**src/core/dss_pkg.sv**
```systemverilog
// Operation
// - Align pulse rising edge resets feedback dividers
// - Single mode: read reset resampled from write reset
// - Single mode with PLL: no strobe read alignment
// - Pointer and formatter sources from regs 32, 31
// - Divider source reg32 bit0, enable reg0 bit2
// - Reg24 bit 11 enables feedback divider alignment
// - Dual mode: divider alignment may stay enabled
// - Transmission only when gate pin or gate bit set
// - Strobe sampled on conversion clock, internal in PLL mode
package dss_pkg;
    // Word indices; byte address is index times four
    localparam logic [7:0] REG0_IDX = 8'h00; // Main control
    localparam logic [7:0] REG24_IDX = 8'h18; // Feedback divider control
    localparam logic [7:0] REG27_IDX = 8'h1b; // Fuse control
    localparam logic [7:0] REG31_IDX = 8'h1f; // Formatter source
    localparam logic [7:0] REG32_IDX = 8'h20; // Pointer sources
    localparam logic [7:0] STAT_IDX = 8'h21; // Own status register
    // Field positions
    localparam int CLKDIV_ENA_BIT = 2;
    localparam int TXGATE_BIT = 0; // In reg 31, own choice of spot
    localparam int PLL_ENA_BIT = 0; // In reg 24
    localparam int DUAL_MODE_BIT = 1; // In reg 24
    localparam int NDIV_ALIGN_BIT = 11;
    localparam int FUSE_SLEEP_BIT = 11;
    localparam int FMT_SEL_LSB = 2;
    localparam int RDSEL_LSB = 8;
    localparam int WRSEL_LSB = 12;
    localparam int CLKDIV_SEL_BIT = 0;
    // Source codes for 4-bit pointer selects
    localparam logic [3:0] SRC_OFF = 4'h0;
    localparam logic [3:0] SRC_FRAME = 4'h1;
    localparam logic [3:0] SRC_ALIGN = 4'h2;
    localparam logic [3:0] SRC_STROBE = 4'h4;
    // Reset values
    localparam logic [15:0] REG_RST = 16'h0000;
    // Divider lengths and idle sample
    localparam int NDIV_LEN = 16;
    localparam int CLKDIV_LEN = 8;
    localparam logic [15:0] IDLE_SAMPLE = 16'h0000;
    // Reset pulse least width, host side
    localparam int RESET_MIN_NS = 25;
    localparam int CLK_PERIOD_NS = 25;
    localparam int RESET_MIN_CYC = (RESET_MIN_NS + CLK_PERIOD_NS - 1) / CLK_PERIOD_NS;
endpackage : dss_pkg

```
**src/core/dss_div.sv**
```systemverilog
// Free-running divider with synchronous realign
module dss_div #(
    parameter int LEN = 16 // Divide ratio
) (
    input wire logic clk, // Clock
    input wire logic rst_n, // Async reset, active low
    input wire logic realign, // Restart at zero
    output logic tick // Pulse at wrap
);
    localparam int W = $clog2(LEN);
    localparam logic [W-1:0] LAST = W'(LEN - 1);
    logic [W-1:0] cnt_ff; // Phase counter
    // Count, restart on realign
    always_ff @(posedge clk or negedge rst_n) begin
        if (!rst_n) begin
            cnt_ff <= '0;
        end else if (realign || cnt_ff == LAST) begin
            cnt_ff <= '0;
        end else begin
            cnt_ff <= cnt_ff + W'(1);
        end
    end
    assign tick = (cnt_ff == LAST) & ~realign;
endmodule : dss_div

```
**src/core/dss_edge.sv**
```systemverilog
// Rising edge detector on a synchronous input
module dss_edge (
    input wire logic clk, // Clock
    input wire logic rst_n, // Async reset, active low
    input wire logic din, // Level in
    output logic rise // One-cycle pulse on rise
);
    logic prev_ff; // Last sample
    // Hold previous level
    always_ff @(posedge clk or negedge rst_n) begin
        if (!rst_n) begin
            prev_ff <= 1'b0;
        end else begin
            prev_ff <= din;
        end
    end
    assign rise = din & ~prev_ff;
endmodule : dss_edge

```
**src/core/dss_top.sv**
```systemverilog
// Start-up and alignment sequencer with AHB-Lite register slave
//
// The register offsets and the AHB-Lite register port were chosen for this implementation.
module dss_top (
    input wire logic hclk, // Bus and conversion clock
    input wire logic hresetn, // Async reset, active low
    input wire logic hsel, // Slave select
    input wire logic [31:0] haddr, // Byte address
    input wire logic [1:0] htrans, // Transfer type
    input wire logic hwrite, // Write flag
    input wire logic [2:0] hsize, // Transfer size
    input wire logic [31:0] hwdata, // Write data
    input wire logic hready, // Bus ready
    output logic [31:0] hrdata, // Read data
    output logic hreadyout, // Slave ready
    output logic hresp, // Response, always OKAY
    input wire logic frame_strobe_pair, // Frame input, synchronous
    input wire logic align_pulse_pair, // Sync pulse input
    input wire logic output_strobe_reference, // External strobe
    input wire logic tx_gate_pin, // Transmit gate pin
    input wire logic [15:0] sample_in, // Incoming sample
    output logic [15:0] sample_out, // Conversion output
    output logic wr_ptr_reset, // FIFO write pointer reset pulse
    output logic rd_ptr_reset, // FIFO read pointer reset pulse
    output logic fmt_reset, // Formatter reset pulse
    output logic clkdiv_realign, // Clock divider realign pulse
    output logic ndiv_realign, // Feedback divider reset pulse
    output logic fuse_sleep, // Fuse power-down level
    output logic tx_active // Transmission running
);
    // Registers
    logic [15:0] reg0_ff, reg24_ff, reg27_ff, reg31_ff, reg32_ff;
    logic [7:0] addr_ff; // Latched word index
    logic wr_ff; // Write data phase pending
    logic [15:0] hrdata_ff; // Read data
    logic wrp_ff, rdp_ff, fmt_ff, cdiv_ff, ndiv_ff; // Pulse outputs
    logic wr_sync1_ff, wr_sync2_ff; // Read-pointer handoff chain
    logic fuse_ff, txa_ff; // Level outputs
    logic [15:0] out_ff; // Sample output
    logic [7:0] seen_ff; // Sticky event history for status
    // Bus decode
    wire take = hsel & hready & htrans[1]; // Address phase taken
    wire wr_take = take & hwrite;
    wire [7:0] idx = haddr[9:2];
    // Register fields
    wire pll_en = reg24_ff[dss_pkg::PLL_ENA_BIT];
    wire dual = reg24_ff[dss_pkg::DUAL_MODE_BIT];
    wire ndiv_ena = reg24_ff[dss_pkg::NDIV_ALIGN_BIT];
    wire cdiv_ena = reg0_ff[dss_pkg::CLKDIV_ENA_BIT];
    wire [3:0] wr_sel = reg32_ff[dss_pkg::WRSEL_LSB +: 4];
    wire [3:0] rd_sel = reg32_ff[dss_pkg::RDSEL_LSB +: 4];
    wire [1:0] fmt_sel = reg31_ff[dss_pkg::FMT_SEL_LSB +: 2];
    wire cdiv_sel = reg32_ff[dss_pkg::CLKDIV_SEL_BIT];
    wire sif_gate = reg31_ff[dss_pkg::TXGATE_BIT];
    // Edge events
    wire frame_rise, align_rise, ext_strobe_rise, nd_tick;
    dss_edge u_fr (
        .clk(hclk),
        .rst_n(hresetn),
        .din(frame_strobe_pair),
        .rise(frame_rise)
    );
    dss_edge u_al (
        .clk(hclk),
        .rst_n(hresetn),
        .din(align_pulse_pair),
        .rise(align_rise)
    );
    // External strobe sampled on conversion clock
    dss_edge u_os (
        .clk(hclk),
        .rst_n(hresetn),
        .din(output_strobe_reference),
        .rise(ext_strobe_rise)
    );
    wire nd_reset = ndiv_ena & align_rise;
    dss_div #(
        .LEN(dss_pkg::NDIV_LEN)
    ) u_ndiv (
        .clk(hclk),
        .rst_n(hresetn),
        .realign(nd_reset),
        .tick(nd_tick)
    );
    // Strobe source: internal divider in PLL mode
    wire strobe = pll_en ? nd_tick : ext_strobe_rise;
    // Source select for 4-bit fields
    function automatic logic pick4(input logic [3:0] sel, input logic fr,
                                   input logic al, input logic st);
        pick4 = (sel[0] & fr) | (sel[1] & al) | (sel[2] & st);
    endfunction : pick4
    wire wr_ev = pick4(wr_sel, frame_rise, align_rise, 1'b0);
    // Single mode resamples write reset; single with PLL never uses strobe
    wire rd_dual = dual & pick4(rd_sel, frame_rise, align_rise, strobe);
    wire rd_single = ~dual & wr_sync2_ff;
    wire rd_ev = rd_dual | rd_single;
    // Formatter: 00 frame, 01 align, 1x disabled
    wire fmt_ev = ~fmt_sel[1] & (fmt_sel[0] ? align_rise : frame_rise);
    // Divider: bit0 selects strobe (1) or frame/align (0)
    wire cdiv_src = cdiv_sel ? strobe : (frame_rise | align_rise);
    wire cdiv_ev = cdiv_ena & cdiv_src;
    wire gate = tx_gate_pin | sif_gate;
    wire [15:0] rd_word = (idx == dss_pkg::REG0_IDX) ? reg0_ff :
                          (idx == dss_pkg::REG24_IDX) ? reg24_ff :
                          (idx == dss_pkg::REG27_IDX) ? reg27_ff :
                          (idx == dss_pkg::REG31_IDX) ? reg31_ff :
                          (idx == dss_pkg::REG32_IDX) ? reg32_ff :
                          (idx == dss_pkg::STAT_IDX) ? {7'h00, txa_ff, seen_ff} :
                          16'h0000;
    wire [7:0] nxt_seen = {3'h0, nd_reset, cdiv_ev, fmt_ev, rd_ev, wr_ev}; // Sticky set terms
    // Address phase capture; writes land one cycle later
    always_ff @(posedge hclk or negedge hresetn) begin
        if (!hresetn) begin
            addr_ff <= 8'h00;
            wr_ff <= 1'b0;
            hrdata_ff <= 16'h0000;
        end else begin
            wr_ff <= wr_take;
            if (take) begin
                addr_ff <= idx;
            end
            if (take && !hwrite) begin
                hrdata_ff <= rd_word;
            end
        end
    end
    // Register writes
    always_ff @(posedge hclk or negedge hresetn) begin
        if (!hresetn) begin
            reg0_ff <= dss_pkg::REG_RST;
            reg24_ff <= dss_pkg::REG_RST;
            reg27_ff <= dss_pkg::REG_RST;
            reg31_ff <= dss_pkg::REG_RST;
            reg32_ff <= dss_pkg::REG_RST;
        end else if (wr_ff) begin
            case (addr_ff)
                dss_pkg::REG0_IDX: reg0_ff <= hwdata[15:0];
                dss_pkg::REG24_IDX: reg24_ff <= hwdata[15:0];
                dss_pkg::REG27_IDX: reg27_ff <= hwdata[15:0];
                dss_pkg::REG31_IDX: reg31_ff <= hwdata[15:0];
                dss_pkg::REG32_IDX: reg32_ff <= hwdata[15:0];
                default: reg0_ff <= reg0_ff; // Unmapped write ignored
            endcase
        end
    end
    // Write-reset handoff chain into read domain
    always_ff @(posedge hclk or negedge hresetn) begin
        if (!hresetn) begin
            wr_sync1_ff <= 1'b0;
            wr_sync2_ff <= 1'b0;
        end else begin
            wr_sync1_ff <= wr_ev;
            wr_sync2_ff <= wr_sync1_ff;
        end
    end
    // Registered pulse and level outputs
    always_ff @(posedge hclk or negedge hresetn) begin
        if (!hresetn) begin
            wrp_ff <= 1'b0;
            rdp_ff <= 1'b0;
            fmt_ff <= 1'b0;
            cdiv_ff <= 1'b0;
            ndiv_ff <= 1'b0;
            fuse_ff <= 1'b0;
            txa_ff <= 1'b0;
            seen_ff <= 8'h00;
        end else begin
            wrp_ff <= wr_ev;
            rdp_ff <= rd_ev;
            fmt_ff <= fmt_ev;
            cdiv_ff <= cdiv_ev;
            ndiv_ff <= nd_reset;
            fuse_ff <= reg27_ff[dss_pkg::FUSE_SLEEP_BIT];
            txa_ff <= gate;
            seen_ff <= seen_ff | nxt_seen;
        end
    end
    // Sample path, idle while gated off
    always_ff @(posedge hclk or negedge hresetn) begin
        if (!hresetn) begin
            out_ff <= dss_pkg::IDLE_SAMPLE;
        end else if (gate) begin
            out_ff <= sample_in;
        end else begin
            out_ff <= dss_pkg::IDLE_SAMPLE;
        end
    end
    assign hrdata = {16'h0000, hrdata_ff};
    assign hreadyout = 1'b1;
    assign hresp = 1'b0;
    assign sample_out = out_ff;
    assign wr_ptr_reset = wrp_ff;
    assign rd_ptr_reset = rdp_ff;
    assign fmt_reset = fmt_ff;
    assign clkdiv_realign = cdiv_ff;
    assign ndiv_realign = ndiv_ff;
    assign fuse_sleep = fuse_ff;
    assign tx_active = txa_ff;
endmodule : dss_top

```
**config.mk**
```make
export PLATFORM = sky130hd
export DESIGN_NAME = dss_top
export DESIGN_NICKNAME = d
export VERILOG_FILES = /design/src/core/dss_pkg.sv /design/src/core/dss_div.sv /design/src/core/dss_edge.sv /design/src/core/dss_top.sv
export SDC_FILE = /design/constraint.sdc
export NUM_CORES = 1
export LEC_CHECK = 0
export BUFFER_PORTS_ARGS = -buffer_cell sky130_fd_sc_hd__buf_2
export CAP_MARGIN = 5
export CELL_PAD_IN_SITES_DETAIL_PLACEMENT = 0
export CELL_PAD_IN_SITES_GLOBAL_PLACEMENT = 2
export CORE_ASPECT_RATIO = 0.6
export CORE_UTILIZATION = 37
export CTS_BUF_LIST = sky130_fd_sc_hd__clkbuf_4
export CTS_CLUSTER_DIAMETER = 50
export DETAILED_ROUTE_END_ITERATION = 10
export PLACE_DENSITY = 0.88
export SLEW_MARGIN = 5
export SYNTH_ARGS = -nofsm -noshare
export SYNTH_HDL_FRONTEND = slang
export SYNTH_SLANG_ARGS = --single-unit
```
**constraint.sdc**
```tcl
create_clock -name hclk -period 2.5 [get_ports hclk]
set_clock_uncertainty 0.05 [all_clocks]
set_input_delay 0.25 -clock hclk [delete_from_list [all_inputs] [get_ports hclk]]
set_output_delay 0.25 -clock hclk [all_outputs]
set_load 0.01 [all_outputs]
```
; ---- Word level (Yosys, flattened, before mapping)
; Index checks and enable logic that the tools add are counted.
[word_totals]
ff_bits = 144
latch_bits = 0
ramBits = 0
romBits = 0
input_bits = 94
mem_count = 0
word_cells = 84
[classes]
reduce_logical = 10
bitwise_logic = 30
multipliers = 0
n_lt_le_gt_ge = 0
div = 0
mux = 11
add_sub_neg = 1
n_shift = 0
eq_ne = 10
[op_table]
columns = op, n
row1 = $mux 16, 6
row2 = $eq 8x5->1 const B, 6
row3 = $eq 8x6->1 const B, 3
row4 = $and 1x1->1, 17
row5 = $logic_not 8->1, 2
row6 = $reduce_and 2->1, 5
row7 = $mux 9, 1
row8 = $or 8x5->8, 1
row9 = $not 1->1, 6
row10 = $or 1x1->1, 6
row11 = $add 4x1->4 const B, 1
row12 = $eq 4x4->1 const B, 1
row13 = $mux 4, 1
row14 = $mux 1, 3
row15 = $logic_and 1x1->1, 1
row16 = $logic_not 1->1, 1
row17 = $logic_or 1x1->1, 1

; ---- Longest topological paths before layout
[depth]
ltp_word = 11
ltp_mapped = 7
depth_no_buf = 5

; ---- By module
; From an unflattened synthesis, not the netlist that was laid out.
[hier_totals]
cells_unflattened = 482
hier_area_um2 = 6182.2
[by_module_without_submodules]
columns = mod, area_each_um2, cells_each, instances, seq_area_each_um2
row1 = dss_top, 5890.6, 461, 1, 3353.2
row2 = dss_div, 175.2, 15, 1, 100.1
row3 = dss_edge, 38.8, 2, 3, 25.0

; ---- Worst setup path before layout
; No wires, ideal clock.
[synth_path]
kind = register to register
from = register addr_ff[5]
to = register reg31_ff[10]
path_stages_with_launch = 5
setup_slack_ns = 0.527
arrival_ns = 1.798
cell_sequence = dfrtp_1 > or4_4 > nor3_4 > buf_6 > mux2_4
[synth_via]
elab_chain_cells = 2
[synth_lines]
columns = element, line
row1 = "start, declared", dss_top.sv:33  ; logic [7:0] addr_ff;
row2 = "start signal, assigned", dss_top.sv:120  ; addr_ff <= idx;
row3 = $eq 8x5->1, dss_top.sv:136  ; case (addr_ff)
row4 = $reduce_and 2->1 (no line), --
row5 = "end signal, assigned", dss_top.sv:133  ; reg31_ff <= dss_pkg::REG_RST;
row6 = "end signal, assigned", dss_top.sv:140  ; dss_pkg::REG31_IDX: reg31_ff <= hwdata[15:0];
row7 = "end, declared", dss_top.sv:32  ; logic [15:0] reg0_ff, reg24_ff, reg27_ff, reg31_ff, reg32_ff;
; No other way between the ends.
; A chain may end at the register's enable or synchronous reset.

; ---- Worst setup path after layout
[layout_path]
from = input port haddr[8]
to = register hrdata_ff[15]
[layout_via]
elab_chain_cells = 6
[layout_lines]
columns = element, line
row1 = "start, declared", dss_top.sv:8  ; input wire logic [31:0] haddr,
row2 = $eq 8x6->1, dss_top.sv:107  ; (idx == dss_pkg::REG32_IDX) ? reg32_ff :
row3 = $mux 16, dss_top.sv:107
row4 = $mux 16, dss_top.sv:106  ; (idx == dss_pkg::REG31_IDX) ? reg31_ff :
row5 = $mux 16, dss_top.sv:105  ; (idx == dss_pkg::REG27_IDX) ? reg27_ff :
row6 = $mux 16, dss_top.sv:104  ; (idx == dss_pkg::REG24_IDX) ? reg24_ff :
row7 = $mux 16 (*), dss_top.sv:103  ; wire [15:0] rd_word = (idx == dss_pkg::REG0_IDX) ? reg0_ff :
row8 = "end signal, assigned", dss_top.sv:123  ; hrdata_ff <= rd_word;
row9 = "end, declared", dss_top.sv:35  ; logic [15:0] hrdata_ff;
; Mark *: on every way between the ends. The rest lies on a longest branch, timed or not.

==> impl_metrics.json <==
{
  "netlist_top_cells_area": "dfrtp_1 (55%), mux2_2 (13%), mux2_4 (4.7%)",
  "ys_types": 47,
  "synth_ff_type": "dfrtp_1",
  "synth_top_family_by_area": "multiplexers",
  "gp_congestion": 0.8279,
  "synthXorXnorAreaFrac_pct": 0.2717,
  "final_nets": 759,
  "n_fill_cell": 1517,
  "crit_chain": "dlygate4sd3_1 > buf_2 > or3_1 > nor2_1 > buf_4 > a21oi_1 > a211oi_1",
  "finalSetupViolations": 0,
  "crit_fanout": 8,
  "yosysWarningCount": 0,
  "cts_buffers": 17,
  "grt_max_degree": 63,
  "drtIter0Drc": 364,
  "fin_setup_tns_ps": 0,
  "synthesis.area_um2": 6446,
  "ys_seq_elements": 141,
  "grt_overflow": 0,
  "cts_max_path_buffers": 2,
  "dr_total_vias": 4653,
  "avgSynthCellArea_um2": 12.47,
  "diodes": 0,
  "seq_area_frac_synth_pct": 54.74,
  "period_needed_ps": 2108,
  "critPathArrivalTime_ps": 2490,
  "slew-limit-headroom_pct": 60.57,
  "p_leak_nw": 3.748,
  "clockPowerShare_pct": 32.8,
  "path_class": "input pin to register",
  "synth_edf_count": 0,
  "ir_drop_v": 0.0002650,
  "crit_family": "simple AND/OR/NAND/NOR gates",
  "core_area_um2": 16620,
  "wl_per_cell_um": 18.74,
  "max_freq_ghz": 0.4744,
  "postPlaceCellArea_um2": 7244,
  "dp_hpwl_um": 11700,
  "crit_path_max_incr_delay_ps": 530,
  "grt_pass1_wl_um": 26990,
  "syn_inst": 517,
  "synth-simple-area-share_pct": 13.22,
  "power.switching_w": 0.001370,
  "maxSlewViolCount": 0,
  "cts_repair_resize_count": 0,
  "fin_crit_sh_pct": 84.32,
  "die_h_um": 104.2,
  "cp.buffers_inverters": 3,
  "sequentialPowerShare_pct": 53.4,
  "cts.sinks": 141,
  "rows": 36,
  "power.internal_w": 0.003505,
  "path_depth": 7,
  "hold_violations": 0,
  "io_pins": 151,
  "comb_power_share_pct": 13.8,
  "worstMarginPinSlew_ps": 591.4,
  "ff2ff_path_depth": 4,
  "htreeDepth": 4,
  "dieArea_um2": 17970,
  "design_area_um2": 7949,
  "ys_async_sr_fraction_pct": 100.0,
  "area_growth_pct": 23.31,
  "fin_ws_ps": 392.1,
  "cp-start-kind": "input pin",
  "cts_root_buf": "clkbuf_4",
  "hp-class": "input pin to register",
  "synth_compound_area_share_pct": 7.997,
  "grtUsageTotal_pct": 20.13,
  "synth.top_cell.area_share_pct": 54.74,
  "dr.pass1.iters": 5,
  "cts_tree": "yes",
  "vias_per_cell": 5.141,
  "initial_utilization_pct": 38.78,
  "yosysTopAreaCell": "dfrtp_1",
  "grt_pass1_vias": 4732,
  "die_w_um": 172.4,
  "drv_cap": 0,
  "whs_ps": 39.68,
  "status": "finished, final reports clean",
  "dp_slack_ps": 386.0,
  "drt-total-wl_um": 16960,
  "netSwitchingFraction_pct": 28.11,
  "slowest_stage": "dlygate4sd3_1",
  "post-cts-setup-buffers": 0,
  "powerDensity_nw_per_um2": 613.4,
  "synth_mux_area_share_pct": 18.89,
  "r2r_setup_slack_ps": 400,
  "crit_required_ps": 2880,
  "post-route-drc-count": 0,
  "drive_gt1_share_pct": 39.73,
  "clkTransAtPathRegs_ps": 140,
  "cts_hold_buf": 39,
  "final_antenna_net_count": 0,
  "io_buffer_count": 88,
  "rsz0062_at_grt": "no",
  "synthAdderAreaFrac_pct": 0.1941,
  "clock_latency_ps": 530,
  "antenna_found_initial": 0,
  "cp-end-kind": "register",
  "hold_depth": 4
}
power groups by stage:
stage	registers [W]	clock network [W]	logic, W
after global routing	0.00263	0.00176	0.000758
after detailed placement	0.00265	0	0.000631
final	0.00260	0.00160	0.000674
after CTS	0.00260	0.00165	0.000682
after global placement	0.00264	0	0.000612
after floorplan	0.00265	0	0.000341
worst paths after layout:
kind,start,endpoint
worst min-delay path,tx_gate_pin,tx_active$_DFF_PN0_
min in group asynchronous,hresetn,fmt_reset$_DFF_PN0_
worst min register to register,wr_ptr_reset$_DFF_PN0_,wr_sync2_ff$_DFF_PN0_
worst max register to register,addr_ff[5]$_DFFE_PN0P_,reg27_ff[5]$_DFFE_PN0P_
worst max-delay path,haddr[8],hrdata_ff[15]$_DFFE_PN0P_
max in group asynchronous,hresetn,u_ndiv.cnt_ff[2]$_DFF_PN0_
worst register-to-register path, cell delays in order, from the launching register on:
cell and delay (ps):
dfrtp_1 450, or4_4 610, nor3_4 180, buf_4 310, mux2_2 390
per-layer routing:
layer	track usage, %	wire (µm)
met1	31.55	8741
met5	0	0
met2	28.28	7177
met4	4.109	114
met3	4.033	928
layout by cell type (no fill, tap or decap), drive strengths merged, types with 8 or more instances in the layout:
master / instances
dfrtp: 141
buf: 117
mux2: 97
dlygate4sd3: 39
nor3: 31
nor2: 29
nor2b: 22
a21oi: 20
conb: 18
clkbuf: 17
a211oi: 16
o21ai: 15
nand3: 14
a21o: 10
inv: 9
nand2: 8
nand2b: 8
kinds of logic (layout without fill, tap and decap cells):
family	Yosys count	after routing
flops	141	141
fa+ha+maj	1	1
other cells	2	18
compound gates	78	78
buf+inv	49	193
simple gates	142	142
xor+xnor	2	2
mux	102	102
synthesized netlist by cell type, types with 6 or more instances:
cell      count
nor3_1       18
nand4_1       6
buf_4        19
nand2b_1      8
a21oi_1      20
nor2b_1      22
a21o_1       10
mux2_4       20
a22o_1        6
clkbuf_1     12
nor3_2       11
a211oi_1     16
nor2_1       29
dfrtp_1     141
nand3_1      14
mux2_2       77
o21ai_0      15
nand2_1       8
buf_2         8
and3_1        7
through the flow:
stage	util, %	total power [W]	instances
2_1_floorplan	-	0.002991	533
3_3_place_gp	43.59	0.003248	834
3_5_place_dp	43.59	0.003280	834
4_1_cts	47.82	0.004936	905
5_1_grt	47.82	0.005142	905
6_report	47.82	0.004876	905
final cells by class:
cell class              instances  area (µm²)  share of cell area, %
clock inverters                15       186.4                  2.345
multi-input cells             343        2698                  33.94
inverters                       5       18.77                 0.2361
flip-flops and latches        141        3528                  44.39
well taps                     228       285.3                  3.589
clock buffers                  17       127.6                  1.606
repair buffers                156        1105                  13.90
registers in the layout, summed over array words and instances, names as in the netlist:
name	flops
seen_ff	5
hrdata_ff	16
reg32_ff	16
reg0_ff	16
u_fr.prev_ff	1
fmt_reset	1
clkdiv_realign	1
wr_ptr_reset	1
reg31_ff	16
wr_ff	1
u_ndiv.cnt_ff	4
reg27_ff	16
u_os.prev_ff	1
sample_out	16
ndiv_realign	1
rd_ptr_reset	1
addr_ff	8
tx_active	1
fuse_sleep	1
u_al.prev_ff	1
reg24_ff	16
wr_sync2_ff	1
Power figures use the tool's default switching activity.
